===== src/inc/jtm_pkg.sv =====
// Overview of operation
// RQ1: Panel raises measuring-in-jog-active on measure softkey and holds it while selected.
// RQ2: PLC may supply a different tool number; panel reads it.
// RQ3: Kernel flags probe-one-actuated when probe switches while the axis traverses.
// RQ4: PLC asserts feed disable on probe actuation; kernel then halts axis motion.
// RQ5: PLC holds feed disable while traverse key pressed and measuring active.
// RQ6: PLC issues channel reset; kernel cancels the pending jog traverse.
// RQ7: After key release (handwheel at once) panel requests automatic mode; PLC forwards it.
// RQ8: Kernel reports automatic mode active once the change takes effect.
// RQ9: PLC drops feed disable after automatic mode becomes active.
// RQ10: Panel pulses mode-change-lock request one cycle; PLC asserts and holds lock.
// RQ11: Every panel request lasts exactly one PLC cycle.
// RQ12: PLC latches the one-cycle start-measuring request.
// RQ13: PLC starts the measuring program through cycle start from the latched request.
// RQ14: Program repositions, approaches probe again, retracts; then panel requests jog mode.
// RQ15: On jog request PLC releases mode lock, then selects jog mode.
// RQ16: Kernel answers jog selection with jog-mode-active status.
// RQ17: Panel clears measuring-active on back softkey or leaving the operating area.
// RQ18: Channel reset or back makes PLC drop feed disable, lock and latched requests.
// RQ19: Measuring and calibration trigger on the probe's rising edge.
// RQ20: Calibration runs like measuring but stores trigger-point data, not tool offset.
// RQ21: PLC clears latched start flag after issuing cycle start.
package jtm_pkg;

    localparam logic [7:0] ADDR_CTRL = 8'h00;
    localparam logic [7:0] ADDR_STATUS = 8'h04;
    localparam logic [7:0] ADDR_TOOL_NUM = 8'h08;
    localparam logic [7:0] ADDR_TOOL_OFS = 8'h0C;
    localparam logic [7:0] ADDR_TRIG_PT = 8'h10;
    localparam logic [7:0] ADDR_POSITION = 8'h14;
    localparam logic [7:0] ADDR_DIST = 8'h18;

    localparam int CTRL_MEASURE_BIT = 0;
    localparam int CTRL_BACK_BIT = 1;
    localparam int CTRL_EXIT_BIT = 2;
    localparam int CTRL_CALIB_BIT = 3;

    localparam int ST_MEAS_BIT = 0;
    localparam int ST_PROBE_BIT = 1;
    localparam int ST_AUTO_BIT = 2;
    localparam int ST_JOG_BIT = 3;
    localparam int ST_MOVING_BIT = 4;
    localparam int ST_RUN_BIT = 5;
    localparam int ST_CALIB_BIT = 6;
    localparam int ST_FAIL_BIT = 7;
    localparam int ST_STATE_LSB = 8;

    localparam logic [15:0] DIST_RESET = 16'h0040;
    localparam logic [15:0] APPROACH_MAX_RESET = 16'h1000;
    localparam int PIN_SYNC_STAGES = 3;

    typedef enum logic [3:0] {
        P_IDLE, P_WAIT_PROBE, P_WAIT_RELEASE, P_WAIT_AUTO,
        P_WAIT_LOCK, P_RUN, P_WAIT_JOG
    } panel_state_t;

    typedef enum logic [1:0] {
        K_IDLE, K_REPOS, K_APPROACH, K_RETRACT
    } prog_state_t;

    typedef struct packed {
        logic feed_disable;
        logic chan_reset;
        logic sel_auto;
        logic sel_jog;
        logic mode_lock;
        logic cycle_start;
    } plc_cmd_t;

    typedef struct packed {
        logic meas_jog_active;
        logic req_auto;
        logic req_jog;
        logic req_lock;
        logic req_start;
    } panel_req_t;

    typedef struct packed {
        logic probe_actuated;
        logic auto_active;
        logic jog_active;
        logic axis_moving;
    } kernel_stat_t;

endpackage


===== src/verilog/pin_sync.sv =====
`timescale 1ns/1ns
// Three-stage pin synchroniser; the output follows once stages two and three agree.
module pin_sync #(
    parameter int WIDTH = 1
) (
    // Clock and reset
    input wire logic clk_i,
    input wire logic rst_i,
    // Pins and result
    input wire logic [WIDTH-1:0] pin_i,
    output logic [WIDTH-1:0] level_o
);
    logic [WIDTH-1:0] s1_q;
    logic [WIDTH-1:0] s2_q;
    logic [WIDTH-1:0] s3_q;

    always_ff @(posedge clk_i)
    begin
        if (rst_i)
        begin
            s1_q <= '0;
            s2_q <= '0;
            s3_q <= '0;
            level_o <= '0;
        end
        else
        begin
            s1_q <= pin_i;
            s2_q <= s1_q;
            s3_q <= s2_q;
            for (int i = 0; i < WIDTH; i++)
            begin
                if (s2_q[i] == s3_q[i])
                begin
                    level_o[i] <= s3_q[i];
                end
            end
        end
    end
endmodule


===== src/verilog/jog_tool_measure_handshake.sv =====
`timescale 1ns/1ns
// Operator panel and control kernel side of tool measuring in jog mode.
module jog_tool_measure_handshake #(
    parameter int POS_W = 32,
    parameter int TOOL_W = 32,
    parameter logic [15:0] APPROACH_MAX = jtm_pkg::APPROACH_MAX_RESET
) (
    // Clock and reset
    input wire logic clk_i,
    input wire logic rst_i,
    // Wishbone slave
    input wire logic cyc_i,
    input wire logic stb_i,
    input wire logic we_i,
    input wire logic [7:0] adr_i,
    input wire logic [3:0] sel_i,
    input wire logic [31:0] dat_i,
    output logic [31:0] dat_o,
    output logic ack_o,
    // Machine pins
    input wire logic probe_i,
    input wire logic trav_key_i,
    input wire logic handwheel_i,
    // PLC user program
    input wire jtm_pkg::plc_cmd_t plc_cmd_i,
    input wire logic [TOOL_W-1:0] plc_tool_num_i,
    output jtm_pkg::panel_req_t panel_req_o,
    output jtm_pkg::kernel_stat_t kernel_stat_o
);
    logic probe_s;
    logic trav_key_s;
    logic handwheel_s;
    logic [2:0] pins_s;

    pin_sync #(
        .WIDTH(3)
    ) u_pin_sync (
        .clk_i(clk_i),
        .rst_i(rst_i),
        .pin_i({probe_i, trav_key_i, handwheel_i}),
        .level_o(pins_s)
    );

    assign probe_s = pins_s[2];
    assign trav_key_s = pins_s[1];
    assign handwheel_s = pins_s[0];

    // Register bus.
    logic req;
    logic wr_ctrl;
    logic wr_dist;
    logic [31:0] rd_d;
    logic measure_key;
    logic back_key;
    logic exit_key;
    logic calib_q;
    logic [15:0] dist_q;
    logic [TOOL_W-1:0] tool_num_q;
    logic [POS_W-1:0] tool_ofs_q;
    logic [POS_W-1:0] trig_pt_q;
    logic [POS_W-1:0] pos_q;

    assign req = cyc_i && stb_i && !ack_o;
    assign wr_ctrl = req && we_i && sel_i[0] && adr_i == jtm_pkg::ADDR_CTRL;
    assign wr_dist = req && we_i && adr_i == jtm_pkg::ADDR_DIST;
    assign measure_key = wr_ctrl && dat_i[jtm_pkg::CTRL_MEASURE_BIT];
    assign back_key = wr_ctrl && dat_i[jtm_pkg::CTRL_BACK_BIT];
    assign exit_key = wr_ctrl && dat_i[jtm_pkg::CTRL_EXIT_BIT];

    // Kernel and panel state.
    jtm_pkg::panel_state_t pst_q;
    jtm_pkg::prog_state_t kst_q;
    logic meas_active_q;
    logic req_auto_q;
    logic req_jog_q;
    logic req_lock_q;
    logic req_start_q;
    logic probe_act_q;
    logic auto_q;
    logic jog_q;
    logic moving_q;
    logic probe_prev_q;
    logic cancel_q;
    logic prog_end_q;
    logic fail_q;
    logic [15:0] cnt_q;
    logic probe_rise;
    logic jog_move;
    logic prog_move;

    always_ff @(posedge clk_i)
    begin
        if (rst_i)
        begin
            ack_o <= 1'b0;
        end
        else
        begin
            ack_o <= req;
        end
    end

    always_comb
    begin
        rd_d = 32'h0000_0000;
        case (adr_i)
            jtm_pkg::ADDR_CTRL:
            begin
                rd_d[jtm_pkg::CTRL_CALIB_BIT] = calib_q;
            end
            jtm_pkg::ADDR_STATUS:
            begin
                rd_d[jtm_pkg::ST_MEAS_BIT] = meas_active_q;
                rd_d[jtm_pkg::ST_PROBE_BIT] = probe_act_q;
                rd_d[jtm_pkg::ST_AUTO_BIT] = auto_q;
                rd_d[jtm_pkg::ST_JOG_BIT] = jog_q;
                rd_d[jtm_pkg::ST_MOVING_BIT] = moving_q;
                rd_d[jtm_pkg::ST_RUN_BIT] = kst_q != jtm_pkg::K_IDLE;
                rd_d[jtm_pkg::ST_CALIB_BIT] = calib_q;
                rd_d[jtm_pkg::ST_FAIL_BIT] = fail_q;
                rd_d[jtm_pkg::ST_STATE_LSB +: 4] = pst_q;
            end
            jtm_pkg::ADDR_TOOL_NUM: rd_d = 32'(tool_num_q);
            jtm_pkg::ADDR_TOOL_OFS: rd_d = 32'(tool_ofs_q);
            jtm_pkg::ADDR_TRIG_PT: rd_d = 32'(trig_pt_q);
            jtm_pkg::ADDR_POSITION: rd_d = 32'(pos_q);
            jtm_pkg::ADDR_DIST: rd_d[15:0] = dist_q;
            default: rd_d = 32'h0000_0000;
        endcase
    end

    always_ff @(posedge clk_i)
    begin
        if (rst_i)
        begin
            dat_o <= 32'h0000_0000;
        end
        else if (req)
        begin
            dat_o <= we_i ? 32'h0000_0000 : rd_d;
        end
    end

    always_ff @(posedge clk_i)
    begin
        if (rst_i)
        begin
            calib_q <= 1'b0;
            dist_q <= jtm_pkg::DIST_RESET;
        end
        else
        begin
            if (wr_ctrl && pst_q == jtm_pkg::P_IDLE)
            begin
                calib_q <= dat_i[jtm_pkg::CTRL_CALIB_BIT];
            end
            if (wr_dist)
            begin
                if (sel_i[0])
                begin
                    dist_q[7:0] <= dat_i[7:0];
                end
                if (sel_i[1])
                begin
                    dist_q[15:8] <= dat_i[15:8];
                end
            end
        end
    end

    // The panel samples the tool number that the PLC offers.
    always_ff @(posedge clk_i)
    begin
        if (rst_i)
        begin
            tool_num_q <= '0;
        end
        else
        begin
            tool_num_q <= plc_tool_num_i; // RQ2
        end
    end

    // Axis motion: feed disable halts everything, a channel reset kills the jog traverse.
    assign probe_rise = probe_s && !probe_prev_q; // RQ19
    assign jog_move = jog_q && trav_key_s && !cancel_q && !plc_cmd_i.feed_disable; // RQ4
    assign prog_move = kst_q != jtm_pkg::K_IDLE && !plc_cmd_i.feed_disable; // RQ4

    always_ff @(posedge clk_i)
    begin
        if (rst_i)
        begin
            probe_prev_q <= 1'b0;
            cancel_q <= 1'b0;
            moving_q <= 1'b0;
            probe_act_q <= 1'b0;
        end
        else
        begin
            probe_prev_q <= probe_s;
            if (plc_cmd_i.chan_reset && trav_key_s)
            begin
                cancel_q <= 1'b1; // RQ6
            end
            else if (!trav_key_s)
            begin
                cancel_q <= 1'b0;
            end
            moving_q <= jog_move || prog_move;
            if (!probe_s)
            begin
                probe_act_q <= 1'b0;
            end
            else if (probe_rise && moving_q)
            begin
                probe_act_q <= 1'b1; // RQ3
            end
        end
    end

    // Mode selection is ignored while the PLC holds the mode-change lock.
    always_ff @(posedge clk_i)
    begin
        if (rst_i)
        begin
            auto_q <= 1'b0;
            jog_q <= 1'b1;
        end
        else if (!plc_cmd_i.mode_lock && kst_q == jtm_pkg::K_IDLE)
        begin
            if (plc_cmd_i.sel_auto)
            begin
                auto_q <= 1'b1; // RQ8
                jog_q <= 1'b0;
            end
            else if (plc_cmd_i.sel_jog)
            begin
                jog_q <= 1'b1; // RQ16
                auto_q <= 1'b0;
            end
        end
    end

    // Measuring program: reposition, approach until probe edge, retract.
    always_ff @(posedge clk_i)
    begin
        if (rst_i)
        begin
            kst_q <= jtm_pkg::K_IDLE;
            cnt_q <= 16'h0000;
            prog_end_q <= 1'b0;
            fail_q <= 1'b0;
            pos_q <= '0;
            tool_ofs_q <= '0;
            trig_pt_q <= '0;
        end
        else
        begin
            prog_end_q <= 1'b0;
            if (jog_move)
            begin
                pos_q <= pos_q + POS_W'(1);
            end
            if (plc_cmd_i.chan_reset && kst_q != jtm_pkg::K_IDLE)
            begin
                kst_q <= jtm_pkg::K_IDLE;
                prog_end_q <= 1'b1;
                fail_q <= 1'b1;
            end
            else
            begin
                case (kst_q)
                    jtm_pkg::K_IDLE:
                    begin
                        if (plc_cmd_i.cycle_start && auto_q)
                        begin
                            kst_q <= jtm_pkg::K_REPOS; // RQ14
                            cnt_q <= 16'h0000;
                            fail_q <= 1'b0;
                        end
                    end
                    jtm_pkg::K_REPOS:
                    begin
                        if (prog_move)
                        begin
                            pos_q <= pos_q - POS_W'(1);
                            cnt_q <= cnt_q + 16'h0001;
                            if (cnt_q + 16'h0001 >= dist_q)
                            begin
                                kst_q <= jtm_pkg::K_APPROACH; // RQ14
                                cnt_q <= 16'h0000;
                            end
                        end
                    end
                    jtm_pkg::K_APPROACH:
                    begin
                        if (probe_rise)
                        begin
                            if (calib_q)
                            begin
                                trig_pt_q <= pos_q; // RQ20
                            end
                            else
                            begin
                                tool_ofs_q <= pos_q; // RQ20
                            end
                            kst_q <= jtm_pkg::K_RETRACT; // RQ19
                            cnt_q <= 16'h0000;
                        end
                        else if (prog_move)
                        begin
                            pos_q <= pos_q + POS_W'(1);
                            cnt_q <= cnt_q + 16'h0001;
                            if (cnt_q + 16'h0001 >= APPROACH_MAX)
                            begin
                                fail_q <= 1'b1;
                                kst_q <= jtm_pkg::K_RETRACT;
                                cnt_q <= 16'h0000;
                            end
                        end
                    end
                    jtm_pkg::K_RETRACT:
                    begin
                        if (prog_move)
                        begin
                            pos_q <= pos_q - POS_W'(1);
                            cnt_q <= cnt_q + 16'h0001;
                            if (cnt_q + 16'h0001 >= dist_q)
                            begin
                                kst_q <= jtm_pkg::K_IDLE; // RQ14
                                prog_end_q <= 1'b1;
                            end
                        end
                    end
                    default:
                    begin
                        kst_q <= jtm_pkg::K_IDLE;
                    end
                endcase
            end
        end
    end

    // Operator panel sequencer; all requests are single-cycle pulses.
    always_ff @(posedge clk_i)
    begin
        if (rst_i)
        begin
            pst_q <= jtm_pkg::P_IDLE;
            meas_active_q <= 1'b0;
            req_auto_q <= 1'b0;
            req_jog_q <= 1'b0;
            req_lock_q <= 1'b0;
            req_start_q <= 1'b0;
        end
        else
        begin
            req_auto_q <= 1'b0; // RQ11
            req_jog_q <= 1'b0; // RQ11
            req_lock_q <= 1'b0; // RQ11
            req_start_q <= 1'b0; // RQ11
            if (back_key || exit_key)
            begin
                pst_q <= jtm_pkg::P_IDLE;
                meas_active_q <= 1'b0; // RQ17
            end
            else
            begin
                case (pst_q)
                    jtm_pkg::P_IDLE:
                    begin
                        if (measure_key)
                        begin
                            meas_active_q <= 1'b1; // RQ1
                            pst_q <= jtm_pkg::P_WAIT_PROBE;
                        end
                    end
                    jtm_pkg::P_WAIT_PROBE:
                    begin
                        if (probe_act_q)
                        begin
                            pst_q <= jtm_pkg::P_WAIT_RELEASE;
                        end
                    end
                    jtm_pkg::P_WAIT_RELEASE:
                    begin
                        if (!trav_key_s || handwheel_s)
                        begin
                            req_auto_q <= 1'b1; // RQ7
                            pst_q <= jtm_pkg::P_WAIT_AUTO;
                        end
                    end
                    jtm_pkg::P_WAIT_AUTO:
                    begin
                        if (auto_q && !plc_cmd_i.feed_disable)
                        begin
                            req_lock_q <= 1'b1; // RQ10
                            pst_q <= jtm_pkg::P_WAIT_LOCK;
                        end
                    end
                    jtm_pkg::P_WAIT_LOCK:
                    begin
                        if (plc_cmd_i.mode_lock)
                        begin
                            req_start_q <= 1'b1;
                            pst_q <= jtm_pkg::P_RUN;
                        end
                    end
                    jtm_pkg::P_RUN:
                    begin
                        if (prog_end_q)
                        begin
                            req_jog_q <= 1'b1; // RQ14
                            pst_q <= jtm_pkg::P_WAIT_JOG;
                        end
                    end
                    jtm_pkg::P_WAIT_JOG:
                    begin
                        if (jog_q)
                        begin
                            pst_q <= jtm_pkg::P_WAIT_PROBE;
                        end
                    end
                    default:
                    begin
                        pst_q <= jtm_pkg::P_IDLE;
                    end
                endcase
            end
        end
    end

    assign panel_req_o = '{
        meas_jog_active: meas_active_q,
        req_auto: req_auto_q,
        req_jog: req_jog_q,
        req_lock: req_lock_q,
        req_start: req_start_q
    };
    assign kernel_stat_o = '{
        probe_actuated: probe_act_q,
        auto_active: auto_q,
        jog_active: jog_q,
        axis_moving: moving_q
    };
endmodule


===== config.mk =====
export PLATFORM = sky130hd
export DESIGN_NAME = jog_tool_measure_handshake
export DESIGN_NICKNAME = d
export VERILOG_FILES = /design/src/inc/jtm_pkg.sv /design/src/verilog/pin_sync.sv /design/src/verilog/jog_tool_measure_handshake.sv
export SDC_FILE = /design/constraint.sdc
export NUM_CORES = 1
export LEC_CHECK = 0
export ABC_AREA = 1
export ABC_CLOCK_PERIOD_IN_PS = 3200
export BUFFER_PORTS_ARGS = -buffer_cell sky130_fd_sc_hd__buf_4
export CAP_MARGIN = 20
export CORE_MARGIN = 4
export CORE_UTILIZATION = 45
export DETAILED_ROUTE_END_ITERATION = 7
export PLACE_DENSITY = 0.76
export SYNTH_ARGS = -nofsm -noshare
export SYNTH_HDL_FRONTEND = slang
export SYNTH_HIERARCHICAL = 1
export SYNTH_SLANG_ARGS = --single-unit

===== constraint.sdc =====
create_clock -name clk_i -period 3.2 [get_ports clk_i]
set_input_delay 0.16 -clock clk_i [delete_from_list [all_inputs] [get_ports clk_i]]
set_output_delay 0.16 -clock clk_i [all_outputs]
set_load 0.02 [all_outputs]

**Yosys cells after proc, flatten, opt, wreduce, memory -nomap -nowiden**

Cells that the tools add are included.

- Register bits after elaboration: 225
- Input port bits: 90

- Add/sub/neg operators: 3
- Order comparisons: 2
- Equal/unequal tests: 37
- Multiplexer cells: 57
- Bitwise logic cells: 7
- Reduce and logical (&&, ||, !) cells: 54

Operators with widths:

| operator | count |
|---|---|
| 32-bit two-way mux | 6 |
| 16-bit one-hot mux with 4 select lines | 2 |
| 16-bit two-way mux | 7 |
| 32-bit one-hot mux with 2 select lines | 1 |
| 8-bit one-hot mux with 6 select lines | 1 |
| 32-bit by 1-bit adder with 32-bit output (second input constant) | 1 |
| 32-bit by 1-bit subtractor with 32-bit output (second input constant) | 1 |
| 4-bit two-way mux | 7 |
| 4-bit one-hot mux with 7 select lines | 1 |
| 8-bit by 5-bit equality test with 1-bit output (second input constant) | 3 |
| 2-bit inequality test (second input constant) | 12 |
| 1-bit logical AND | 21 |
| 4-bit one-hot mux with 5 select lines | 1 |
| 1-bit two-way mux | 19 |
| 3-bit one-hot mux with 6 select lines | 1 |
| 16-bit by 1-bit adder with 16-bit output (second input constant) | 1 |
| 8-bit by 4-bit equality test with 1-bit output (second input constant) | 2 |
| 16-bit by 13-bit >= comparator with 1-bit output (second input constant) | 1 |
| 16-bit >= comparator | 1 |
| 2-bit two-way mux | 8 |
| 3-bit inequality test (second input constant) | 5 |
| 7-bit AND reduction | 2 |
| 4-bit by 3-bit equality test with 1-bit output (second input constant) | 3 |
| 3-bit OR reduction | 4 |
| 23 further kinds | 49 |

**Logic depth before layout (Yosys ltp)**

Gate-level depths: netlist of run 1.

- Depth after elaboration: 8
- Gate-level depth with buffers: 19
- Mapped depth without buffers: 19

**Modules after synthesis**

Netlist of run 1, hierarchy kept.

Modules (own cells, without submodules):

| module | times used | cells an instance | area each (µm²) | seq. area each (µm²) |
|---|---|---|---|---|
| jog_tool_measure_handshake | 1 | 1793 | 11880.1 | 4244.1 |
| pin_sync | 1 | 41 | 387.9 | 240.2 |

**Worst setup path after synthesis of run 1**

OpenSTA, ideal clock, no wires.

- Kind: register -> register
- From: reg cnt_q[0]
- To: reg cnt_q[4]
- Setup time: 0.141 ns
- Data arrival time: 2.398 ns
- Required time: 3.059 ns
- Slack: 0.662 ns
- Cell stages (with the launch flop): 19
- Clock period less this slack: 2.538 ns
- Cell sequence: dfxtp_1 -> ha_1 -> inv_1 -> nor2_4 -> nand2_2 -> nor2_2 -> xnor2_1 -> inv_1 -> ha_1 -> nand2_1 -> inv_1 -> nand3_1 -> nor2_1 -> nand3_1 -> nand4_1 -> nand3_4 -> buf_12 -> nand2_2 -> a21oi_2

- Word-level cells in the longest chain between the ends: 6
- Elaborated cells between the ends (all ways): 10
- Classes of those cells: add/sub: 1; order compare: 2; mux: 7

RTL lines:

| item | line | RTL |
|---|---|---|
| start: declaration | jog_tool_measure_handshake.sv:86 | `logic [15:0] cnt_q;` |
| start signal: assignment | jog_tool_measure_handshake.sv:287 | `cnt_q <= cnt_q + 16'h0001;` |
| start signal: assignment | jog_tool_measure_handshake.sv:313 | `cnt_q <= cnt_q + 16'h0001;` |
| start signal: assignment | jog_tool_measure_handshake.sv:327 | `cnt_q <= cnt_q + 16'h0001;` |
| 16-bit by 1-bit adder with 16-bit output (*) | n/a |  |
| 16-bit by 13-bit >= comparator with 1-bit output | jog_tool_measure_handshake.sv:314 | `if (cnt_q + 16'h0001 >= APPROACH_MAX)` |
| 16-bit two-way mux | jog_tool_measure_handshake.sv:314 |  |
| 16-bit two-way mux | jog_tool_measure_handshake.sv:310 | `else if (prog_move)` |
| 16-bit two-way mux | jog_tool_measure_handshake.sv:297 | `if (probe_rise)` |
| 16-bit one-hot mux with 4 select lines (*) | jog_tool_measure_handshake.sv:272 | `case (kst_q)` |

Mark *: on every way between the ends. The rest lies on a longest branch, timed or not. The select of a mux whose other input is x is not followed.
A chain may end at the register's enable or synchronous reset.

**Worst setup path in the final report of run 1**

- From: reg cnt_q[1]
- To: reg cnt_q[14]

The elaborated chain is that of the path after synthesis.

==> results.cfg, run 1 <==
[routing]
via_per_inst = 5.438
dr.first_iter.drc_count = 1085
via_count = 12595
post_drt_wl_per_cell_um = 16.28
drtPass1Iterations = 6
drc = 0
ant_nets = 0
wirelength_um = 37710

[cts]
cts_buffer_depth = 3
clk_pin_slew_ns = 0.06
cts.sinks = 224
cts_tree = done
h-tree-depth = 1
worstSkewPairLatency_ns = 0.53
numCtsBuffers = 24
cts_root_buf = clkbuf_16

[synthesis]
avgSynthCellArea_um2 = 6.689
synth-main-ff-cell = dfxtp_1
synth_edf_count = 0
syn_inst = 1834
async_flop_share = 0
synth-seq-area-share = 0.3655
ys_ff_latch = 224
yosys_warnings = 6
synth_area_um2 = 12270
synth_fp_nets = 1947
synth_cell_types = 52

[sta]
finalClockSkew_ns = 0.01562
tightest_slew_ns = 1.144
maxSlewHeadroom = 0.2375
max_freq_mhz = 345.9
timing.final.hold_violations = 0
setup_viol = 0
tns_ns = 0
fin_crit_ns = 2.891
post-route-period-util = 0.9034
drv_slew = 0
rsz0062_at_grt = no

[final_layout]
fillers = 2534
area_growth_pct = 19.44
layout_common_cells = 454 x nand2_1, 222 x dfxtp_1, 194 x nor2_1
nNetsFinal = 2071
final_common_cell = nand2_1
post-route-util = 0.5452
finalNonFillerCells = 2316
diodes = 0
drive_gt1_frac = 0.1423

[setup_path]
crit_path_start = cnt_q[1]$_SDFFE_PP0P_
worst_setup_path_end_kind = flop
crit_required_ns = 3.56
rr_worst_depth = 18
r2r-end = cnt_q[14]$_SDFFE_PP0P_
worstPathMaxFanout = 7
worst-r2r-setup-slack_ns = 0.31
r2r_start = cnt_q[1]$_SDFFE_PP0P_
endpoint = cnt_q[14]$_SDFFE_PP0P_
crit_type = reg -> reg
cp.arrival_ns = 3.25
worstSetupStartpointType = flop

[floorplanning]
die_w_um = 173.1
die_area_um2 = 29970
fp.coreArea_um2 = 26880
fp.dieH_um = 173.1
initial_core_util = 0.4565
pin_count = 132
rows = 60

[run]
maxCapViolCount = 0

[global_route]
grt_pass1_vias = 11767
grt_pass1_wl_um = 60380
antenna_found_initial = 0
grtUsageTotal = 0.2392
overflow = 0
grt_max_degree = 95

[placed_design]
dp_hpwl_um = 26460
gp_congestion = 0.9772
dp.cells = 2216
port_buffers = 113

[pwr]
irDropWorstVdd_mv = 0.4255
finalPower_mw = 8.529
p_leak_nw = 6.281
powerDensity_nw_per_um2 = 582.1

[run_status]
status = finished clean

[hold_path]
hold_class = in -> reg
area by class of cell:
| cell class | instances | area (um2) | area share |
|---|---|---|---|
| Sequential cell | 224 | 4487 | 0.3062 |
| Clock buffer | 34 | 679.4 | 0.04637 |
| Timing Repair Buffer | 189 | 1569 | 0.1071 |
| Tap cell | 341 | 426.7 | 0.02912 |
| Multi-Input combinational cell | 1308 | 6536 | 0.4461 |
| Clock inverter | 9 | 152.6 | 0.01042 |
| Inverter | 211 | 802.0 | 0.05473 |
per-stage QoR:
step           setup WS [ns]  instance area [um2]  hold slack, ns
6_report              0.3091                14650       0.0005019
5_1_grt              0.03110                14650         0.01556
4_1_cts               0.2155                14620       0.0004735
3_5_place_dp          0.2333                13240          0.3661
3_3_place_gp          0.3414                13240          0.3635
2_1_floorplan         0.6617                12270          0.2670
kinds of logic after synthesis:
kind of cell / Yosys count / synth area share
DFF: 224 / 0.3655
AOI/OAI and AO/OA: 392 / 0.1800
adders and majority gates: 23 / 0.02346
buffers and inverters: 302 / 0.1019
xor gates and xnor gates: 34 / 0.02427
and+or+nand+nor: 859 / 0.3048
repair_timing:
action                                 4_1_cts  5_1_grt
hold buffers                                55        0
setup endpoints to repair                    0       14
buffers inserted                             0        2
resized for setup                            0        2
endpoints found under the hold margin       58        0
how the worst min path moves through the flow:
stage	slack, ns	startpoint	cells after the start	endpoint
final	0.0005	rst_i	2	tool_num_q[0]$_SDFF_PP0_
after global routing	0.02	rst_i	2	tool_num_q[0]$_SDFF_PP0_
after CTS	0.0005	rst_i	2	u_pin_sync/s2_q[0]$_SDFF_PP0_
after detailed placement	0.37	plc_tool_num_i[7]	3	tool_num_q[7]$_SDFF_PP0_
after global placement	0.36	plc_tool_num_i[25]	3	tool_num_q[25]$_SDFF_PP0_
after floorplan	0.27	plc_tool_num_i[0]	2	tool_num_q[0]$_SDFF_PP0_
registers in the layout (all words and copies together), names as in the netlist, 2 cells and up:
signal / cells
u_pin_sync/s2_q: 3
cnt_q: 16
kst_q: 2
u_pin_sync/level_o: 3
tool_ofs_q: 32
pst_q: 3
u_pin_sync/s1_q: 3
u_pin_sync/s3_q: 3
dist_q: 16
trig_pt_q: 32
tool_num_q: 32
pos_q: 32
dat_o: 32
routing by layer:
metal | vias up | part of all wire | track usage | wire length, um
met2 | 471 | 0.48 | 0.4143 | 18000
met1 | 5820 | 0.41 | 0.2988 | 15630
li1 | 6206 | - | - | -
met4 | 0 | 0.042 | 0.09079 | 1587
met5 | - | 0 | 0 | 0
met3 | 98 | 0.066 | 0.04045 | 2486
cells in the mapped netlist (6+ instances only):
master | count | area share
a21oi_1 | 167 | 0.068
a21oi_2 | 10 | 0.0071
buf_2 | 33 | 0.013
buf_4 | 11 | 0.0067
clkbuf_1 | 42 | 0.013
clkinv_1 | 8 | 0.0024
dfxtp_1 | 224 | 0.37
ha_1 | 23 | 0.023
inv_1 | 184 | 0.056
inv_2 | 16 | 0.0049
nand2_1 | 454 | 0.14
nand2_2 | 24 | 0.012
nand3_1 | 88 | 0.036
nand4_1 | 23 | 0.012
nor2_1 | 195 | 0.060
nor2_2 | 18 | 0.0092
nor2_4 | 11 | 0.010
nor3_1 | 20 | 0.0082
o2111ai_1 | 22 | 0.016
o211ai_1 | 6 | 0.0037
o21ai_0 | 123 | 0.050
o21ai_1 | 19 | 0.0078
o22ai_1 | 12 | 0.0061
or2_2 | 11 | 0.0056
xor2_1 | 30 | 0.021
report_power, final:
part	internal [mW]	switching, mW	total [mW]
clock	1.80	1.16	2.97
sequential	2.92	0.199	3.12
combinational	0.791	1.65	2.44
total	5.52	3.01	8.53
worst max-delay path, cell delays in order (launching register included):
cell	delay [ns]
dfxtp_1	0.39
ha_1	0.22
inv_1	0.10
nor2_4	0.17
nand2_2	0.09
nor2_2	0.14
xnor2_1	0.17
inv_1	0.07
ha_1	0.27
nand2_1	0.05
inv_1	0.06
nand3_1	0.06
nor2_1	0.18
nand3_1	0.15
nand4_1	0.19
nand3_4	0.11
buf_4	0.20
nand2_2	0.07
a21oi_2	0.05
No activity file was read; power rests on OpenSTA's default activity.
==> run 2: changes to the inputs <==
CTS_CLUSTER_SIZE = 28   (was unset)
GPL_TIMING_DRIVEN = 0   (was unset)
==> results.cfg, run 2 (synthesis gave the netlist of run 1 again) <==
[run_status]
status = finished clean

[setup_path]
worst-r2r-setup-slack_ns = 0.22
worst_setup_path_end_kind = flop
crit_required_ns = 3.58
worstPathMaxFanout = 10
crit_type = reg -> reg
worstSetupStartpointType = flop
cp.arrival_ns = 3.37

[routing]
dr.first_iter.drc_count = 1392
drc = 0
drtPass1Iterations = 6
post_drt_wl_per_cell_um = 18.08
wirelength_um = 43250
via_count = 13197
ant_nets = 0
via_per_inst = 5.517

[floorplanning]
die_area_um2 = 29970
rows = 60
die_w_um = 173.1
fp.dieH_um = 173.1
fp.coreArea_um2 = 26880
initial_core_util = 0.4565
pin_count = 132

[global_route]
grtUsageTotal = 0.2777
grt_pass1_vias = 12505
grt_pass1_wl_um = 67780
grt_max_degree = 14
antenna_found_initial = 0
overflow = 0

[cts]
cts_tree = done
cts_buffer_depth = 3
clk_pin_slew_ns = 0.06
numCtsBuffers = 25
cts_root_buf = clkbuf_16
worstSkewPairLatency_ns = 0.53
h-tree-depth = 1
cts.sinks = 224
cts_setup_buffers = 0

[final_layout]
post-route-util = 0.5560
nNetsFinal = 2146
finalNonFillerCells = 2392
layout_common_cells = 454 x nand2_1, 223 x dfxtp_1, 195 x nor2_1
drive_gt1_frac = 0.1488
area_growth_pct = 21.81
finalInstanceArea_um2 = 14940
final_common_cell = nand2_1

[run]
maxCapViolCount = 0

[pwr]
p_comb_frac = 0.305
p_int_mw = 5.406
p_seq_frac = 0.359
p_switching_mw = 3.138
sw_frac_of_total = 0.3672
finalPower_mw = 8.544
irDropWorstVdd_mv = 0.4237
p_leak_nw = 6.474
powerDensity_nw_per_um2 = 571.8
clockPowerShare = 0.336

[placed_design]
dp_slack_ns = 0.1688
dpl_cell_area_um2 = 13540
port_buffers = 112
dp.cells = 2287
gp_congestion = 0.9804
dp_hpwl_um = 32540

[sta]
layout_setup_ws_ns = 0.2176
drv_slew = 0
timing.final.hold_violations = 0
tightest_slew_ns = 1.000
whs_ns = 0.03072
rsz0062_at_grt = no
tns_ns = 0
max_freq_mhz = 335.3
setup_viol = 0
fin_crit_ns = 2.982
post-route-period-util = 0.9320
finalClockSkew_ns = 0.01499
maxSlewHeadroom = 0.3331

[hold_path]
hold_class = in -> reg
[run 2: cell count changes in the layout (fill, tap and decap cells not counted), moves of 2 or more]
cell	previous run	this run
bufinv_16	4	2
buf_4	133	123
buf_2	0	33
dlygate4sd3_1	55	60
buf_1	0	3
clkbuf_1	7	47
clkinvlp_4	0	2
clkinv_2	3	5
[run 2: repair_timing]
item,in CTS,in global routing
hold endpoints to repair,68,0
gates resized for setup,0,1
hold buffers,60,0
setup endpoints to repair,0,10
[run 2: cell type report]
cell class	count	area [um2]
Antenna cell	1	2.502
Buffer	91	447.9
Clock buffer	33	685.7
Clock inverter	11	117.6
Fill cell	2563	11930
Inverter	211	802.0
Multi-Input combinational cell	1308	6534
Sequential cell	224	4486
Tap cell	341	426.7
Timing Repair Buffer	172	1441
[run 2: routing by layer]
layer | up-vias | share of wire | track usage
li1 | 6361 | - | -
met1 | 6152 | 0.42 | 0.3674
met2 | 564 | 0.45 | 0.4484
met3 | 120 | 0.078 | 0.04613
met4 | 0 | 0.050 | 0.1224
met5 | - | 0 | 0
[run 2: power by group through the flow]
stage / clock network (mW) / logic (mW) / registers, mW
final: 2.87 / 2.61 / 3.07
after detailed placement: 0 / 2.48 / 3.12
after global routing: 3.01 / 2.86 / 3.08
after global placement: 0 / 2.47 / 3.12
after floorplan: 0 / 1.76 / 3.07
after CTS: 2.89 / 2.56 / 3.06
[run 2: worst paths after layout]
check / from / to / cells past startpoint
max: cnt_q[0]$_SDFFE_PP0P_ / cnt_q[11]$_SDFFE_PP0P_ / 18
min reg2reg: u_pin_sync/s1_q[1]$_SDFF_PP0_ / u_pin_sync/s2_q[1]$_SDFF_PP0_ / 2
max reg2reg: cnt_q[0]$_SDFFE_PP0P_ / cnt_q[11]$_SDFFE_PP0P_ / 18
min: rst_i / probe_prev_q$_SDFF_PP0_ / 2
[run 2: critical path, cell delays in order, from the launching register on]
cell     delay, ns
dfxtp_2       0.40
ha_1          0.20
inv_1         0.09
nor2_4        0.18
nand2_2       0.09
nor2_2        0.15
xnor2_1       0.17
inv_1         0.08
ha_1          0.27
nand2_1       0.05
inv_1         0.06
nand3_1       0.06
nor2_1        0.22
nand3_1       0.18
nand4_1       0.20
nand3_4       0.15
buf_12        0.18
nand2_2       0.06
a21oi_2       0.04
